<file path="src/hdl/tfe_pkg.sv">
// Purpose: constants for the telemetry frame encoder
// Assumes: one 100 MHz clock, synchronous active-high reset
// Notes:   frame layout, sync patterns and pn states
package tfe_pkg;
   // ************************************************************
   // frame layout
   // ************************************************************
   localparam int          WORD_BITS     = 7;
   localparam int          FRAME_WORDS   = 64;
   localparam int          FRAME_BITS    = 448;
   localparam int          PRIME_FRAMES  = 64;
   localparam int          PRIME_BITS    = 28672;
   localparam logic [5:0]  CH_SYNC0      = 6'h00;
   localparam logic [5:0]  CH_SYNC2      = 6'h02;
   localparam logic [5:0]  CH_FORMAT     = 6'h03;
   localparam logic [5:0]  CH_SUBPOS     = 6'h04;
   localparam logic [20:0] FRAME_SYNC    = 21'h1C868D;
   // ************************************************************
   // pseudo-noise generator
   // ************************************************************
   localparam int          PN_LEN        = 63;
   localparam int          PN_PER_BIT    = 9;
   localparam logic [5:0]  PN_SEED       = 6'h20;
   localparam logic [5:0]  PN_WORD_STATE = 6'h20;
   localparam logic [5:0]  PN_BIT_S1     = 6'h20;
   localparam logic [5:0]  PN_BIT_S2     = 6'h3A;
   localparam logic [5:0]  PN_BIT_S3     = 6'h26;
   localparam logic [5:0]  PN_BIT_S4     = 6'h1A;
   localparam logic [5:0]  PN_BIT_S5     = 6'h1C;
   localparam logic [5:0]  PN_BIT_S6     = 6'h3C;
   localparam logic [5:0]  PN_BIT_S7     = 6'h06;
   // ************************************************************
   // bit rates and modes
   // ************************************************************
   typedef enum logic [1:0]
   {
      TFE_R4096 = 2'b00,
      TFE_R2048 = 2'b01,
      TFE_R1024 = 2'b10,
      TFE_R128  = 2'b11
   } tfe_rate_e;
   localparam logic [2:0]  MODE_RESET    = 3'h0;
   localparam logic [1:0]  RATE_RESET    = 2'h1;
   localparam int          SCI_MODES     = 5;
endpackage : tfe_pkg

</file>
<file path="src/hdl/tfe_frame_encoder.sv">
// Purpose: telemetry frame encoder, commutator, framing and sync channel
// Assumes: sequencer clocks arrive as synchronous levels
// Notes:   analog mixing is outside; adc gives 7-bit codes
//
// Contract
// four bit rates 4096/2048/1024/128, chosen by sequencer command
// selected bit rate is reported to data automation unit
// mode command from sequencer or automation unit changes mode
// analog samples are seven-bit codes, 128 levels
// commutator multiplexes analog, discrete and binary inputs
// main frame is 64 seven-bit words, 448 bits
// 64 main frames form a prime frame of 28672 bits
// sample rates scale with selected bit rate
// all timing comes from sequencer bit-rate clocks only
// 21-bit frame sync: barker then two complements
// channel 04 carries subcommutator deck position
// channel 03 carries format, rate and redundancy word
// shift-register pn generator, 63-chip period
// pn xor sync subcarrier forms sync channel
// word sync at register state 100000
// bit sync every ninth pn chip from word sync
// seven bit-sync states in listed order
// each bit sync shifts one data bit out
// test port: modulation, four serial, word and frame sync
// sequencer supplies pn, sync and data subcarrier clocks
// binary sources send nrz data only in gated slot
// five science-mode discretes plus bit, word, frame rate signals
// pn generator advances once per pn clock cycle
// barker 1110010, complement 0001101 twice, msb first
`timescale 1ns/100ps
module tfe_frame_encoder
   import tfe_pkg::*;
(
   input  wire logic       clk,
   input  wire logic       rst,
   input  wire logic       pn_clk_in,
   input  wire logic       sync_sc_in,
   input  wire logic       data_sc_in,
   input  wire logic       rate_cmd_valid,
   input  wire logic [1:0] rate_cmd,
   input  wire logic       seq_mode_valid,
   input  wire logic [2:0] seq_mode_cmd,
   input  wire logic       dau_mode_valid,
   input  wire logic [2:0] dau_mode_cmd,
   input  wire logic       redund_sel,
   input  wire logic [6:0] adc_code,
   input  wire logic [7:0] discrete_in,
   input  wire logic       binary_in,
   output logic      [5:0] mux_sel_r,
   output logic            binary_gate_r,
   output logic            data_bit_r,
   output logic            sync_chan_r,
   output logic            data_chan_r,
   output logic            mod_out_r,
   output logic      [3:0] test_serial_r,
   output logic            test_word_sync_r,
   output logic            test_frame_sync_r,
   output logic      [1:0] rate_ind_r,
   output logic      [2:0] mode_r,
   output logic      [4:0] sci_mode_r,
   output logic            bit_rate_r,
   output logic            word_rate_r,
   output logic            frame_rate_r
);
   // ************************************************************
   // helpers
   // ************************************************************
   function automatic logic [6:0] fmt_word(input logic [2:0] m, input logic [1:0] r, input logic red);
      fmt_word = {m, r, red, 1'b0};
   endfunction : fmt_word

   function automatic logic [4:0] sci_decode(input logic [2:0] m);
      sci_decode = 5'h00;
      if (m >= 3'h1 && m <= 3'h5)
         sci_decode[m - 3'h1] = 1'b1;
   endfunction : sci_decode

   logic       pn_clk_d_r;
   logic       pn_tick;
   logic [5:0] pn_state;
   logic       pn_chip;
   logic       word_sync;
   logic       bit_sync;
   logic [2:0] bit_idx_r;
   logic [5:0] word_idx_r;
   logic [5:0] deck_pos_r;
   logic [6:0] shift_r;
   logic [6:0] word_nxt;
   logic [5:0] load_idx;
   logic [1:0] rate_r;
   logic       first_word_r;

   // ************************************************************
   // timing from sequencer pn clock
   // ************************************************************
   assign pn_tick = pn_clk_in & ~pn_clk_d_r;

   always_ff @(posedge clk)
   begin
      if (rst)
         pn_clk_d_r <= 1'b0;
      else
         pn_clk_d_r <= pn_clk_in;
   end

   tfe_pn_gen u_pn
   (
      .clk         (clk),
      .rst         (rst),
      .pn_tick     (pn_tick),
      .pn_state_r  (pn_state),
      .pn_chip_r   (pn_chip),
      .word_sync_r (word_sync),
      .bit_sync_r  (bit_sync)
   );

   // ************************************************************
   // rate and mode commands
   // ************************************************************
   always_ff @(posedge clk)
   begin
      if (rst)
         rate_r <= RATE_RESET;
      else if (rate_cmd_valid)
         rate_r <= rate_cmd;
   end

   // sequencer wins a same-cycle conflict; it is the backup authority
   always_ff @(posedge clk)
   begin
      if (rst)
         mode_r <= MODE_RESET;
      else if (seq_mode_valid)
         mode_r <= seq_mode_cmd;
      else if (dau_mode_valid)
         mode_r <= dau_mode_cmd;
   end

   // ************************************************************
   // commutator counters
   // ************************************************************
   // sample rate follows the bit clock, so it scales with rate
   always_ff @(posedge clk)
   begin
      if (rst)
      begin
         bit_idx_r    <= 3'h0;
         word_idx_r   <= 6'h00;
         deck_pos_r   <= 6'h00;
         first_word_r <= 1'b1;
      end
      else if (word_sync)
      begin
         bit_idx_r    <= 3'h0;
         first_word_r <= 1'b0;
         if (!first_word_r)
         begin
            word_idx_r <= word_idx_r + 6'h01;
            if (word_idx_r == 6'(FRAME_WORDS - 1))
               deck_pos_r <= deck_pos_r + 6'h01;
         end
      end
      else if (bit_sync)
         bit_idx_r <= bit_idx_r + 3'h1;
   end

   // ************************************************************
   // word content
   // ************************************************************
   // word sync loads the word being entered, not the one just sent
   assign load_idx = first_word_r ? 6'h00 : word_idx_r + 6'h01;

   always_comb
   begin
      case (load_idx)
         CH_SYNC0:  word_nxt = FRAME_SYNC[20:14];
         6'h01:     word_nxt = FRAME_SYNC[13:7];
         CH_SYNC2:  word_nxt = FRAME_SYNC[6:0];
         CH_FORMAT: word_nxt = fmt_word(mode_r, rate_r, redund_sel);
         CH_SUBPOS: word_nxt = {1'b0, deck_pos_r};
         default:
         begin
            case (load_idx[1:0])
               2'h0:    word_nxt = adc_code;
               2'h1:    word_nxt = discrete_in[6:0];
               2'h2:    word_nxt = {binary_in, 6'h00};
               default: word_nxt = adc_code;
            endcase
         end
      endcase
   end

   // ************************************************************
   // serializer on bit sync
   // ************************************************************
   always_ff @(posedge clk)
   begin
      if (rst)
      begin
         shift_r    <= 7'h00;
         data_bit_r <= 1'b0;
      end
      else if (word_sync)
      begin
         shift_r    <= {word_nxt[5:0], 1'b0};
         data_bit_r <= word_nxt[6];
      end
      else if (bit_sync)
      begin
         shift_r    <= {shift_r[5:0], 1'b0};
         data_bit_r <= shift_r[6];
      end
   end

   always_ff @(posedge clk)
   begin
      if (rst)
      begin
         mux_sel_r     <= 6'h00;
         binary_gate_r <= 1'b0;
      end
      else
      begin
         mux_sel_r     <= word_idx_r;
         binary_gate_r <= (word_idx_r > CH_SUBPOS) && (word_idx_r[1:0] == 2'h2);
      end
   end

   // ************************************************************
   // channel outputs and test port
   // ************************************************************
   always_ff @(posedge clk)
   begin
      if (rst)
      begin
         sync_chan_r       <= 1'b0;
         data_chan_r       <= 1'b0;
         mod_out_r         <= 1'b0;
         test_serial_r     <= 4'h0;
         test_word_sync_r  <= 1'b0;
         test_frame_sync_r <= 1'b0;
      end
      else
      begin
         sync_chan_r       <= pn_chip ^ sync_sc_in;
         data_chan_r       <= data_bit_r ^ data_sc_in;
         mod_out_r         <= (pn_chip ^ sync_sc_in) | (data_bit_r ^ data_sc_in);
         test_serial_r     <= {4{data_bit_r}};
         test_word_sync_r  <= word_sync;
         test_frame_sync_r <= word_sync && (word_idx_r == 6'(FRAME_WORDS - 1));
      end
   end

   // ************************************************************
   // outputs to data automation unit
   // ************************************************************
   always_ff @(posedge clk)
   begin
      if (rst)
      begin
         rate_ind_r   <= RATE_RESET;
         sci_mode_r   <= 5'h00;
         bit_rate_r   <= 1'b0;
         word_rate_r  <= 1'b0;
         frame_rate_r <= 1'b0;
      end
      else
      begin
         rate_ind_r   <= rate_r;
         sci_mode_r   <= sci_decode(mode_r);
         bit_rate_r   <= bit_sync;
         word_rate_r  <= word_sync;
         frame_rate_r <= word_sync && (word_idx_r == 6'(FRAME_WORDS - 1));
      end
   end
endmodule : tfe_frame_encoder

</file>
<file path="src/hdl/tfe_pn_gen.sv">
// Purpose: 63-chip pseudo-noise generator with word and bit sync decode
// Assumes: pn_tick is a one-cycle pulse per pn clock cycle
// Notes:   sync flags are decoded combinationally then registered
`timescale 1ns/100ps
module tfe_pn_gen
   import tfe_pkg::*;
(
   input  wire logic       clk,
   input  wire logic       rst,
   input  wire logic       pn_tick,
   output logic      [5:0] pn_state_r,
   output logic            pn_chip_r,
   output logic            word_sync_r,
   output logic            bit_sync_r
);
   logic fb;
   logic is_bit;

   // x^6 + x + 1, maximal length; leading bit is shifted out next
   // these taps put the listed bit-sync states nine chips apart
   assign fb = pn_state_r[5] ^ pn_state_r[0];

   always_comb
   begin
      case (pn_state_r)
         PN_BIT_S1, PN_BIT_S2, PN_BIT_S3, PN_BIT_S4,
         PN_BIT_S5, PN_BIT_S6, PN_BIT_S7: is_bit = 1'b1;
         default:                         is_bit = 1'b0;
      endcase
   end

   always_ff @(posedge clk)
   begin
      if (rst)
         pn_state_r <= PN_SEED;
      else if (pn_tick)
         pn_state_r <= {pn_state_r[4:0], fb};
   end

   always_ff @(posedge clk)
   begin
      if (rst)
      begin
         pn_chip_r   <= 1'b0;
         word_sync_r <= 1'b0;
         bit_sync_r  <= 1'b0;
      end
      else
      begin
         pn_chip_r   <= pn_tick ? pn_state_r[5] : pn_chip_r;
         word_sync_r <= pn_tick && (pn_state_r == PN_WORD_STATE);
         bit_sync_r  <= pn_tick && is_bit;
      end
   end
endmodule : tfe_pn_gen

</file>
<file path="config.mk">
export PLATFORM = sky130hd
export DESIGN_NAME = tfe_frame_encoder
export DESIGN_NICKNAME = d
export VERILOG_FILES = /design/src/hdl/tfe_pkg.sv /design/src/hdl/tfe_frame_encoder.sv /design/src/hdl/tfe_pn_gen.sv
export SDC_FILE = /design/constraint.sdc
export NUM_CORES = 1
export LEC_CHECK = 0
export ABC_AREA = 1
export ABC_CLOCK_PERIOD_IN_PS = 2100
export BUFFER_PORTS_ARGS = -buffer_cell sky130_fd_sc_hd__buf_2
export CORE_MARGIN = 1
export CORE_UTILIZATION = 40
export DETAILED_ROUTE_END_ITERATION = 8
export GPL_TIMING_DRIVEN = 0
export PLACE_DENSITY = 0.75
export SYNTH_ARGS = -nofsm -noshare
export SYNTH_HDL_FRONTEND = slang
export SYNTH_HIERARCHICAL = 1
export SYNTH_SLANG_ARGS = --single-unit
</file>
<file path="constraint.sdc">
create_clock -name clk -period 2.1 [get_ports clk]
set_input_delay 0.42 -clock clk [delete_from_list [all_inputs] [get_ports clk]]
set_output_delay 0.42 -clock clk [all_outputs]
set_load 0.005 [all_outputs]
</file>
### Yosys cells after proc, flatten, opt, wreduce, memory -nomap -nowiden

Index checks and enable logic that the tools add are counted.

* $add $sub $neg: 3
* magnitude comparators: 5
* equal/unequal tests: 15
* muxes and demuxes: 12
* bitwise gates (word level): 8
* reductions and logical operators: 14

Operators by type and width (number)
* == test 6 bit, second input constant: 5
* case mux 7 bit (4 select lines): 1
* two-way mux 7 bit: 2
* case mux 7 bit (2 select lines): 1
* adder 6 x 1 -> 6 bit, second input constant: 2
* == test 6 x 2 -> 1 bit, second input constant: 2
* == test 6 x 3 -> 1 bit, second input constant: 2
* == test 6 x 5 -> 1 bit, second input constant: 2
* OR reduction 7 bit: 1
* == test 6 x 1 -> 1 bit, second input constant: 1
* greater-or-equal comparator 3 x 1 -> 1 bit, second input constant: 2
* greater-than comparator 6 x 3 -> 1 bit, second input constant: 1
* logical AND 1 bit: 6
* logical NOT 6 bit: 1
* two-way mux 3 bit: 2
* two-way mux 6 bit: 1
* == test 2 bit, second input constant: 2
* less-than comparator 3 x 4 -> 1 bit, second input constant: 1
* two-way mux 1 bit: 4
* nonzero test 2 bit: 2
* OR reduction 2 bit: 2
* demux 1 bit (select 3 bit): 1
* less-or-equal comparator 3 bit, second input constant: 1
* inverter 1 bit: 3
* other kinds (7): 9

* bits in registers: 56
* input port bits: 33
* output and inout port bits: 30
* word-level logic and storage cells: 80

### Longest topological paths before layout

Gate-level depths: netlist (run 1).

* depth in word-level cells: 6
* depth in mapped cells: 14

### Cells and area by module

Netlist (run 1), hierarchy kept.

Modules (own cells, without submodules)
* tfe_frame_encoder: times used 1, cells each 323, area an instance 2457.4 um^2, sequential area each 940.9 um^2
* tfe_pn_gen: times used 1, cells each 52, area an instance 377.9 um^2, sequential area each 180.2 um^2

### Worst setup path after synthesis (run 1)

OpenSTA, ideal clock, no wires.

* path kind: reg2reg
* from: register word_idx_r[0]
* to: register shift_r[5]
* setup time: 0.066 ns
* arrival time: 1.996 ns
* required time: 2.034 ns
* path slack: 0.037 ns
* cell stages (with the launch flop): 12
* buffers on the path: 1
* period minus slack after synthesis: 2.063 ns
* path through: dfxtp_1 inv_1 ha_1 nand2_1 ha_1 buf_6 or2_2 o211ai_2 nand3_1 nand2_1 nand2_1 a21oi_2

* longest elaborated chain between the ends: 6
* elaborated cells on any way between the ends: 13
* classes of those cells: add/sub (1); eq/ne (6); mux (4); reduce/logical (2)

RTL lines
* start: declaration: RTL line tfe_frame_encoder.sv:85 `logic [5:0] word_idx_r;`
* start signal: assignment: RTL line tfe_frame_encoder.sv:158 `word_idx_r <= word_idx_r + 6'h01;`
* adder 6 x 1 -> 6 bit *: RTL line tfe_frame_encoder.sv:171 `assign load_idx = first_word_r ? 6'h00 : word_idx_r + 6'h01;`
* two-way mux 6 bit *: RTL line tfe_frame_encoder.sv:171
* == test 2 bit (tied with other cells): RTL line tfe_frame_encoder.sv:183 `case (load_idx[1:0])`
* case mux 7 bit (2 select lines) or OR reduction 2 bit (tied branches)
* case mux 7 bit (4 select lines) *: RTL line tfe_frame_encoder.sv:175 `case (load_idx)`
* two-way mux 7 bit *: RTL line tfe_frame_encoder.sv:203 `else if (word_sync)`
* end signal: assignment: RTL line tfe_frame_encoder.sv:205 `shift_r <= {word_nxt[5:0], 1'b0};`
* end signal: assignment: RTL line tfe_frame_encoder.sv:210 `shift_r <= {shift_r[5:0], 1'b0};`
* end: declaration: RTL line tfe_frame_encoder.sv:87 `logic [6:0] shift_r;`

Every way passes the cells marked *; elsewhere a longest branch is shown, timed or not.
A chain may end at the register's enable or synchronous reset.

### Worst setup path in the final report (run 1)

* from: register word_idx_r[0]
* to: register shift_r[3]

The elaborated chain is that of the path after synthesis.

==> results of run 1 <==
-- worst max path at each step --
stage	endpoint	start	slack, ps	cells after the start
global placement	data_bit_r$_SDFFE_PP0P_	word_idx_r[0]$_SDFFE_PP0P_	-230	11
floorplan	shift_r[5]$_SDFFE_PP0P_	word_idx_r[0]$_SDFFE_PP0P_	40	11
finish	shift_r[3]$_SDFFE_PP0P_	word_idx_r[0]$_SDFFE_PP0P_	120	13
global route	shift_r[3]$_SDFFE_PP0P_	word_idx_r[0]$_SDFFE_PP0P_	-10	13
CTS	shift_r[3]$_SDFFE_PP0P_	word_idx_r[0]$_SDFFE_PP0P_	10	11
detailed placement	shift_r[5]$_SDFFE_PP0P_	word_idx_r[0]$_SDFFE_PP0P_	-270	11
-- critical path, cell delays in order, from the launching register on --
cell,delay [ps]
dfxtp_4,360
buf_4,150
ha_1,220
nand2_1,90
clkinv_2,80
nor2_4,120
nand2_1,100
nand2_4,120
nor2_8,50
o21ai_4,250
nand3_1,110
nand2_1,90
nand2_2,60
a21oi_2,130
-- cells by family (layout without fill, tap and decap cells) --
family,after synthesis,in the layout,synth area share (%)
fa+ha+maj,10,10,4.41
flops,56,56,39.5
xor+xnor,4,4,1.24
simple gates,175,175,29.8
buf+inv,65,136,11.1
compound gates,65,65,13.9
-- power groups by stage --
stage,Combinational (W),Clock (W),Sequential [W]
floorplan,0.000166,0,0.00115
global route,0.000305,0.000640,0.00113
global placement,0.000253,0,0.00115
finish,0.000267,0.000594,0.00113
CTS,0.000265,0.000606,0.00113
detailed placement,0.000260,0,0.00115
-- sequential cells by signal (all words and copies together) (netlist names), 2 cells and up --
name and count:
mode_r 3, shift_r 6, sci_mode_r 5, rate_ind_r 2, u_pn/pn_state_r 6, deck_pos_r 6, word_idx_r 6, rate_r 2
mux_sel_r 6
-- per-stage QoR --
| step | TNS, ps | utilization (%) | instance area (um^2) | hold WS, ps | cells |
|---|---|---|---|---|---|
| finish | 0 | 50.3 | 3440 | 338 | 542 |
| global route | -11.6 | 50.3 | 3440 | 361 | 542 |
| CTS | 0 | 49.7 | 3390 | 343 | 541 |
| detailed placement | -1830 | 47.7 | 3260 | 459 | 532 |
| global placement | -1520 | 47.7 | 3260 | 445 | 532 |
| floorplan | 0 | - | 2840 | 410 | 375 |
-- synthesized netlist by cell type, drive strengths merged, types with 3 or more instances --
master,instances
buf,10
o211ai,5
xnor2,3
a21oi,25
o21ai,31
nand3,36
inv,50
dfxtp,56
nor2,57
clkbuf,4
ha,10
nand2,76
nor3,4
-- what timing repair did --
action | CTS | global route
setup buffers | 2 | 2
endpoints found under the setup margin | 7 | 7
hold endpoints to repair | 0 | 0
resized for setup | 9 | 12
cloned | 0 | 0
pin swaps | 2 | 7
-- final cells by class --
type                       instances  area (um^2)  area share, %
buffer                            12          105           3.06
clock buffer                       7         86.3           2.51
clock inverter                     1         7.51          0.218
inverter                          51          198           5.75
multi-input combinational        254         1460           42.5
sequential                        56         1130           32.7
tap                               96          120           3.49
timing repair buffer              65          335           9.75
-- layer usage --
layer / part of all wire (%) / track usage (%) / vias to the layer above
met5: 0 / 0 / -
met4: 1.3 / 5.15 / 0
met3: 4.6 / 2.38 / 9
met2: 46 / 28.7 / 79
met1: 48 / 22.8 / 1126
li1: - / - / 1333
==> metrics.md, run 1 <==
| Metric | Value |
|---|---|
| WS Path Type | `reg2reg` |
| Die Footprint | `7430 um^2` |
| Internal power | `0.00148 W` |
| Max Slew Vio Count | `0` |
| N_diodes | `0` |
| Synth area leader | `dfxtp_1` |
| VDD IR max | `0.247 mV` |
| Asr flop ratio synth | `0%` |
| Die width | `roughly 86 um` |
| Post-Syn Instances | `between 300 and 400` |
| Final Wtd Congestion | `0.839` |
| Final WL | `6.06 mm` |
| Routed Antenna Nets | `0` |
| Initial DRC count | `91` |
| Top_reg_cell synth | `dfxtp_1` |
| Net count, final | `488` |
| Register area share after synthesis | `39.5%` |
| P_sw | `0.000508 W` |
| Worst R2R Start | `word_idx_r[0]$_SDFFE_PP0P_` |
| Reg2reg setup slack | `120 ps` |
| Initial antenna violation count | `0` |
| Residual DRC | `0` |
| Router iterations before antenna repair | `4` |
| Flops & latches, synth | `56` |
| Fmax | `505 MHz` |
| Sw Ratio | `around 26%` |
| Most common cell after layout, fill and taps aside | `nand2_1` |
| Vias/cell | `4.70` |
| Number of global-route vias before repair | `roughly 2,300` |
| Total gr overflow | `0` |
| Critical Path Source Type | `flip-flop` |
| Synth area leaders | `dfxtp_1 (40%), nand2_1 (9.4%), nor2_1 (6.0%), inv_1 (5.8%), nand3_1 (5.5%)` |
| EDFF count, synth | `0` |
| Status | `finished clean` |
| Lkg Pwr | `about 1.6 nW` |
| Worst-skew pair later-pin latency | `300 ps` |
| Clock Path Buffers | `2` |
| Endpoints failing hold | `0` |
| Port Buf Inserts | `just over 60` |
| Initial Utilization | `41.5%` |
| Mapped Avg Cell Area | `7.56 um^2` |
| DP Wirelength | `4.74 mm` |
| Largest net degree at the start of global routing | `17` |
| First-pass GRT wire length | `around 10 mm` |
| Hold-fix buffers, CTS | `0` |
| HP Start | `pn_clk_in` |
| Yosys warnings | `6` |
| Total power | `0.00199 W` |
| Area of the core | `a little under 7000 um^2` |
| TritonCTS clock tree | `done` |
| Share of power burned in registers | `56.7%` |
| Area grow syn2layout | `21.3%` |
| Setup WS post-layout | `120 ps` |
| Num CTS Buffers | `5` |
| Number of fill cells in the layout | `680` |
| Net Count, Synth | `418` |
| Critical-path maximum fanout | `7` |
| Overall global routing resource usage | `17.1%` |
| Measured slew at the worst slew-check pin | `514 ps` |
| Rows | `30` |
| Reg-to-Reg End | `shift_r[3]$_SDFFE_PP0P_` |
| Clock power share | `29.9%` |
| Clk root buf | `clkbuf_8` |
| Worst reg2reg path depth | `13` |
| Worst Hold End | `pn_clk_d_r$_SDFF_PP0_` |
| Worst hold stages | `3` |
| Critical Path AT | `~2200 ps` |
| Final setup vio count | `0` |
| H-tree depth | `2` |
| Routed via count | `roughly 2,500` |
| Min-Delay Path Class | `in2reg` |
| Clk slew on worst S/H paths | `around 90 ps` |
| Dpl ws | `-274 ps` |
| Crit share post-route | `between 90% and 100%` |
| Slew margin rel. | `65.7%` |
| Mapped Area | `2840 um^2` |
| Comb power frac | `13.4%` |
| Critical Path RT | `2340 ps` |
| Most frequent cells in the layout | `nand2_1 (69), buf_2 (61), dfxtp_1 (54)` |
| # Max-Cap Violations | `0` |
| Setup Skew | `4.19 ps` |
| Share of layout cells above drive strength 1 | `30.5%` |
| Power density over the cells | `a little under 600 nW/um^2` |
| Die height | `about 86 um` |
| Crit. End Element | `flip-flop` |
| WL per Instance | `11.2 um` |
| Io pins | `63` |
| Synth cell types | `40` |
| Period minus WS final | `1980 ps` |
| Clk sinks | `between 50 and 60` |
| Post-synth top area share | `39.5%` |
Power figures use the tool's default switching activity.
==> run 2: changes to the inputs <==
CELL_PAD_IN_SITES_DETAIL_PLACEMENT = 0   (was default)
CELL_PAD_IN_SITES_GLOBAL_PLACEMENT = 1   (was default)
CORE_UTILIZATION = 35   (was 40)
MAX_ROUTING_LAYER = met4   (was default)
PLACE_DENSITY = 0.86   (was 0.75)
==> metrics.md, run 2 (same netlist as run 1, synthesis figures left out) <==
| Metric | Value |
|---|---|
| Slowest cell on crit path | `dfxtp_2` |
| Number of global-route vias before repair | `2,273 (+1.0%)` |
| Final WL | `6.31 mm (+4.1%)` |
| # Max-Cap Violations | `0 (unchanged)` |
| Die Footprint | `8460 um^2 (+14%)` |
| Critical Path Max Stage Delay | `360 ps (about the same)` |
| Max Slew Vio Count | `0 (unchanged)` |
| Rows | `32 (+6.7%)` |
| Critical-path maximum fanout | `7 (unchanged)` |
| Port Buf Inserts | `61 (unchanged)` |
| Io pins | `63 (unchanged)` |
| Clock Path Buffers | `2 (unchanged)` |
| Critical Path RT | `2350 ps (about the same)` |
| Clk sinks | `56 (unchanged)` |
| Overall global routing resource usage | `15.8% (-1.3 points)` |
| Cell family with most CP delay | `simple AND/OR/NAND/NOR gates` |
| Clk slew on worst S/H paths | `100 ps (about the same)` |
| Die height | `92.0 um (+6.7%)` |
| Area grow syn2layout | `21.4%` |
| TritonCTS clock tree | `done` |
| Most common cell after layout, fill and taps aside | `nand2_1` |
| First-pass GRT wire length | `10.4 mm (+2.7%)` |
| Slew margin rel. | `63.8% (-2.0 points)` |
| Min-Delay Path Class | `in2reg` |
| Clock power share | `30.8% (+0.9 points)` |
| Initial antenna violation count | `0 (unchanged)` |
| Routed Antenna Nets | `0 (unchanged)` |
| Clk root buf | `clkbuf_8` |
| Crit share post-route | `94.8% (+0.51 points)` |
| Period minus WS final | `1990 ps (+10.8 ps)` |
| VDD IR max | `0.331 mV (+34%)` |
| Post-route design area | `3440 um^2 (+0.11%)` |
| Net count, final | `487 (-0.20%)` |
| Routed via count | `2,521 (-1.0%)` |
| Sw Ratio | `26.5% (+0.92 points)` |
| DP Area | `3270 um^2 (+0.23%)` |
| WL per Instance | `11.5 um (+3.1%)` |
| Area of the core | `7770 um^2 (+14%)` |
| Power density over the cells | `587 nW/um^2 (+1.5%)` |
| Fmax | `502 MHz (-0.54%)` |
| Setup Skew | `6.23 ps (+2.05 ps)` |
| Most frequent cells in the layout | `nand2_1 (69), buf_2 (61), dfxtp_1 (54)` |
| H-tree depth | `2 (unchanged)` |
| Final setup vio count | `0 (unchanged)` |
| Total gr overflow | `0 (unchanged)` |
| P_sw | `0.000535 W (+5.3%)` |
| Measured slew at the worst slew-check pin | `544 ps (+29.8 ps)` |
| Most Frequent Cell on Critical Path | `nand2_1` |
| WS Path Type | `reg2reg` |
| Lkg Pwr | `1.65 nW (+0.57%)` |
| Critical Path Source Type | `flip-flop` |
| Router iterations before antenna repair | `4 (unchanged)` |
| Endpoints failing hold | `0 (unchanged)` |
| Initial DRC count | `131 (+44%)` |
| Worst path cell trace | `inv_4 > ha_4 > nand2_4 > inv_1 > ha_1 > or2_4 > o211ai_4 > nand3_2 > nand2_1 > nand2_1 > a21oi_2` |
| Critical Path AT | `2240 ps (+20 ps)` |
| Crit. End Element | `flip-flop` |
| Worst-skew pair later-pin latency | `310 ps (about the same)` |
| Status | `finished clean` |
| Setup WS post-layout | `109 ps (-10.8 ps)` |
| Dpl ws | `-399 ps (-125 ps)` |
| Num CTS Buffers | `5 (unchanged)` |
| Vias/cell | `4.61 (-1.9%)` |
| Comb power frac | `13.2% (-0.2 points)` |
| Share of layout cells above drive strength 1 | `29.4% (-1.1 points)` |
| Residual DRC | `0 (unchanged)` |
| Largest net degree at the start of global routing | `18 (+1)` |
| Initial Utilization | `36.5% (-5.0 points)` |
| WP buf/inv | `2 (unchanged)` |
| Die width | `92.0 um (+6.7%)` |
| N_diodes | `0 (unchanged)` |
| Internal power | `0.00148 W (+0.35%)` |
| Share of power burned in registers | `56.0% (-0.7 points)` |
| Final Wtd Congestion | `0.890 (+6.0%)` |
| DP Wirelength | `4.79 mm (+1.1%)` |
[run 2: repair_timing]
action / in CTS / in global routing
setup buffers: 2 / 0
resized for setup: 7 / 10
pin swaps: 1 / 4
hold buffers: 0 / 0
setup endpoints to repair: 7 / 7
[run 2: routing by layer]
layer | share of wire (%) | vias up | global-route usage (%) | wire length (um)
li1 | - | 1330 | - | -
met1 | 51 | 1126 | 21.1 | 3200
met2 | 43 | 59 | 24.6 | 2710
met3 | 5.3 | 6 | 3.15 | 332
met4 | 0.98 | 0 | 3.52 | 62
met5 | 0 | - | - | 0
[run 2: layout make-up]
type | instances | area [um^2]
Fill cell | 835 | 4320
Inverter | 51 | 198
Clock inverter | 2 | 13.8
Tap cell | 102 | 128
Multi-Input combinational cell | 254 | 1460
Sequential cell | 56 | 1120
Clock buffer | 6 | 82.6
Buffer | 13 | 116
Timing Repair Buffer | 63 | 320
[run 2: worst paths after layout]
kind | to | cells past startpoint | startpoint | slack, ps
hold reg to reg | deck_pos_r[5]$_SDFFE_PP0P_ | 1 | deck_pos_r[5]$_SDFFE_PP0P_ | 470
setup / recovery | shift_r[2]$_SDFFE_PP0P_ | 11 | word_idx_r[0]$_SDFFE_PP0P_ | 110
setup reg to reg | shift_r[2]$_SDFFE_PP0P_ | 11 | word_idx_r[0]$_SDFFE_PP0P_ | 110
hold / removal | rate_r[0]$_SDFFE_PP1P_ | 3 | rate_cmd[0] | 320
[run 2: worst reg2reg max path, stage by stage (launching register included)]
cell      delay, ps
dfxtp_2         360
inv_4            60
ha_4            250
nand2_4          80
inv_1            70
ha_1            200
or2_4           270
o211ai_4        260
nand3_2         100
nand2_1          80
nand2_1          70
a21oi_2         120
[run 2: through the flow]
step | instances | power [W] | utilization (%) | TNS, ps | hold WS, ps
6_report | 547 | 0.00202 | 44.3 | 0 | 323
5_1_grt | 547 | 0.00212 | 44.3 | -16.1 | 335
4_1_cts | 547 | 0.00204 | 43.7 | 0 | 313
3_5_place_dp | 538 | 0.00141 | 42.1 | -2070 | 454
3_3_place_gp | 538 | 0.00141 | 42.1 | -1900 | 446
2_1_floorplan | 375 | 0.00132 | - | 0 | 410
[run 2: power by group through the flow]
stage          Clock (W)  Combinational [W]  Sequential (W)
4_1_cts         0.000641           0.000265         0.00113
6_report        0.000623           0.000267         0.00113
2_1_floorplan          0           0.000166         0.00115
3_3_place_gp           0           0.000257         0.00115
3_5_place_dp           0           0.000261         0.00115
5_1_grt         0.000683           0.000302         0.00114
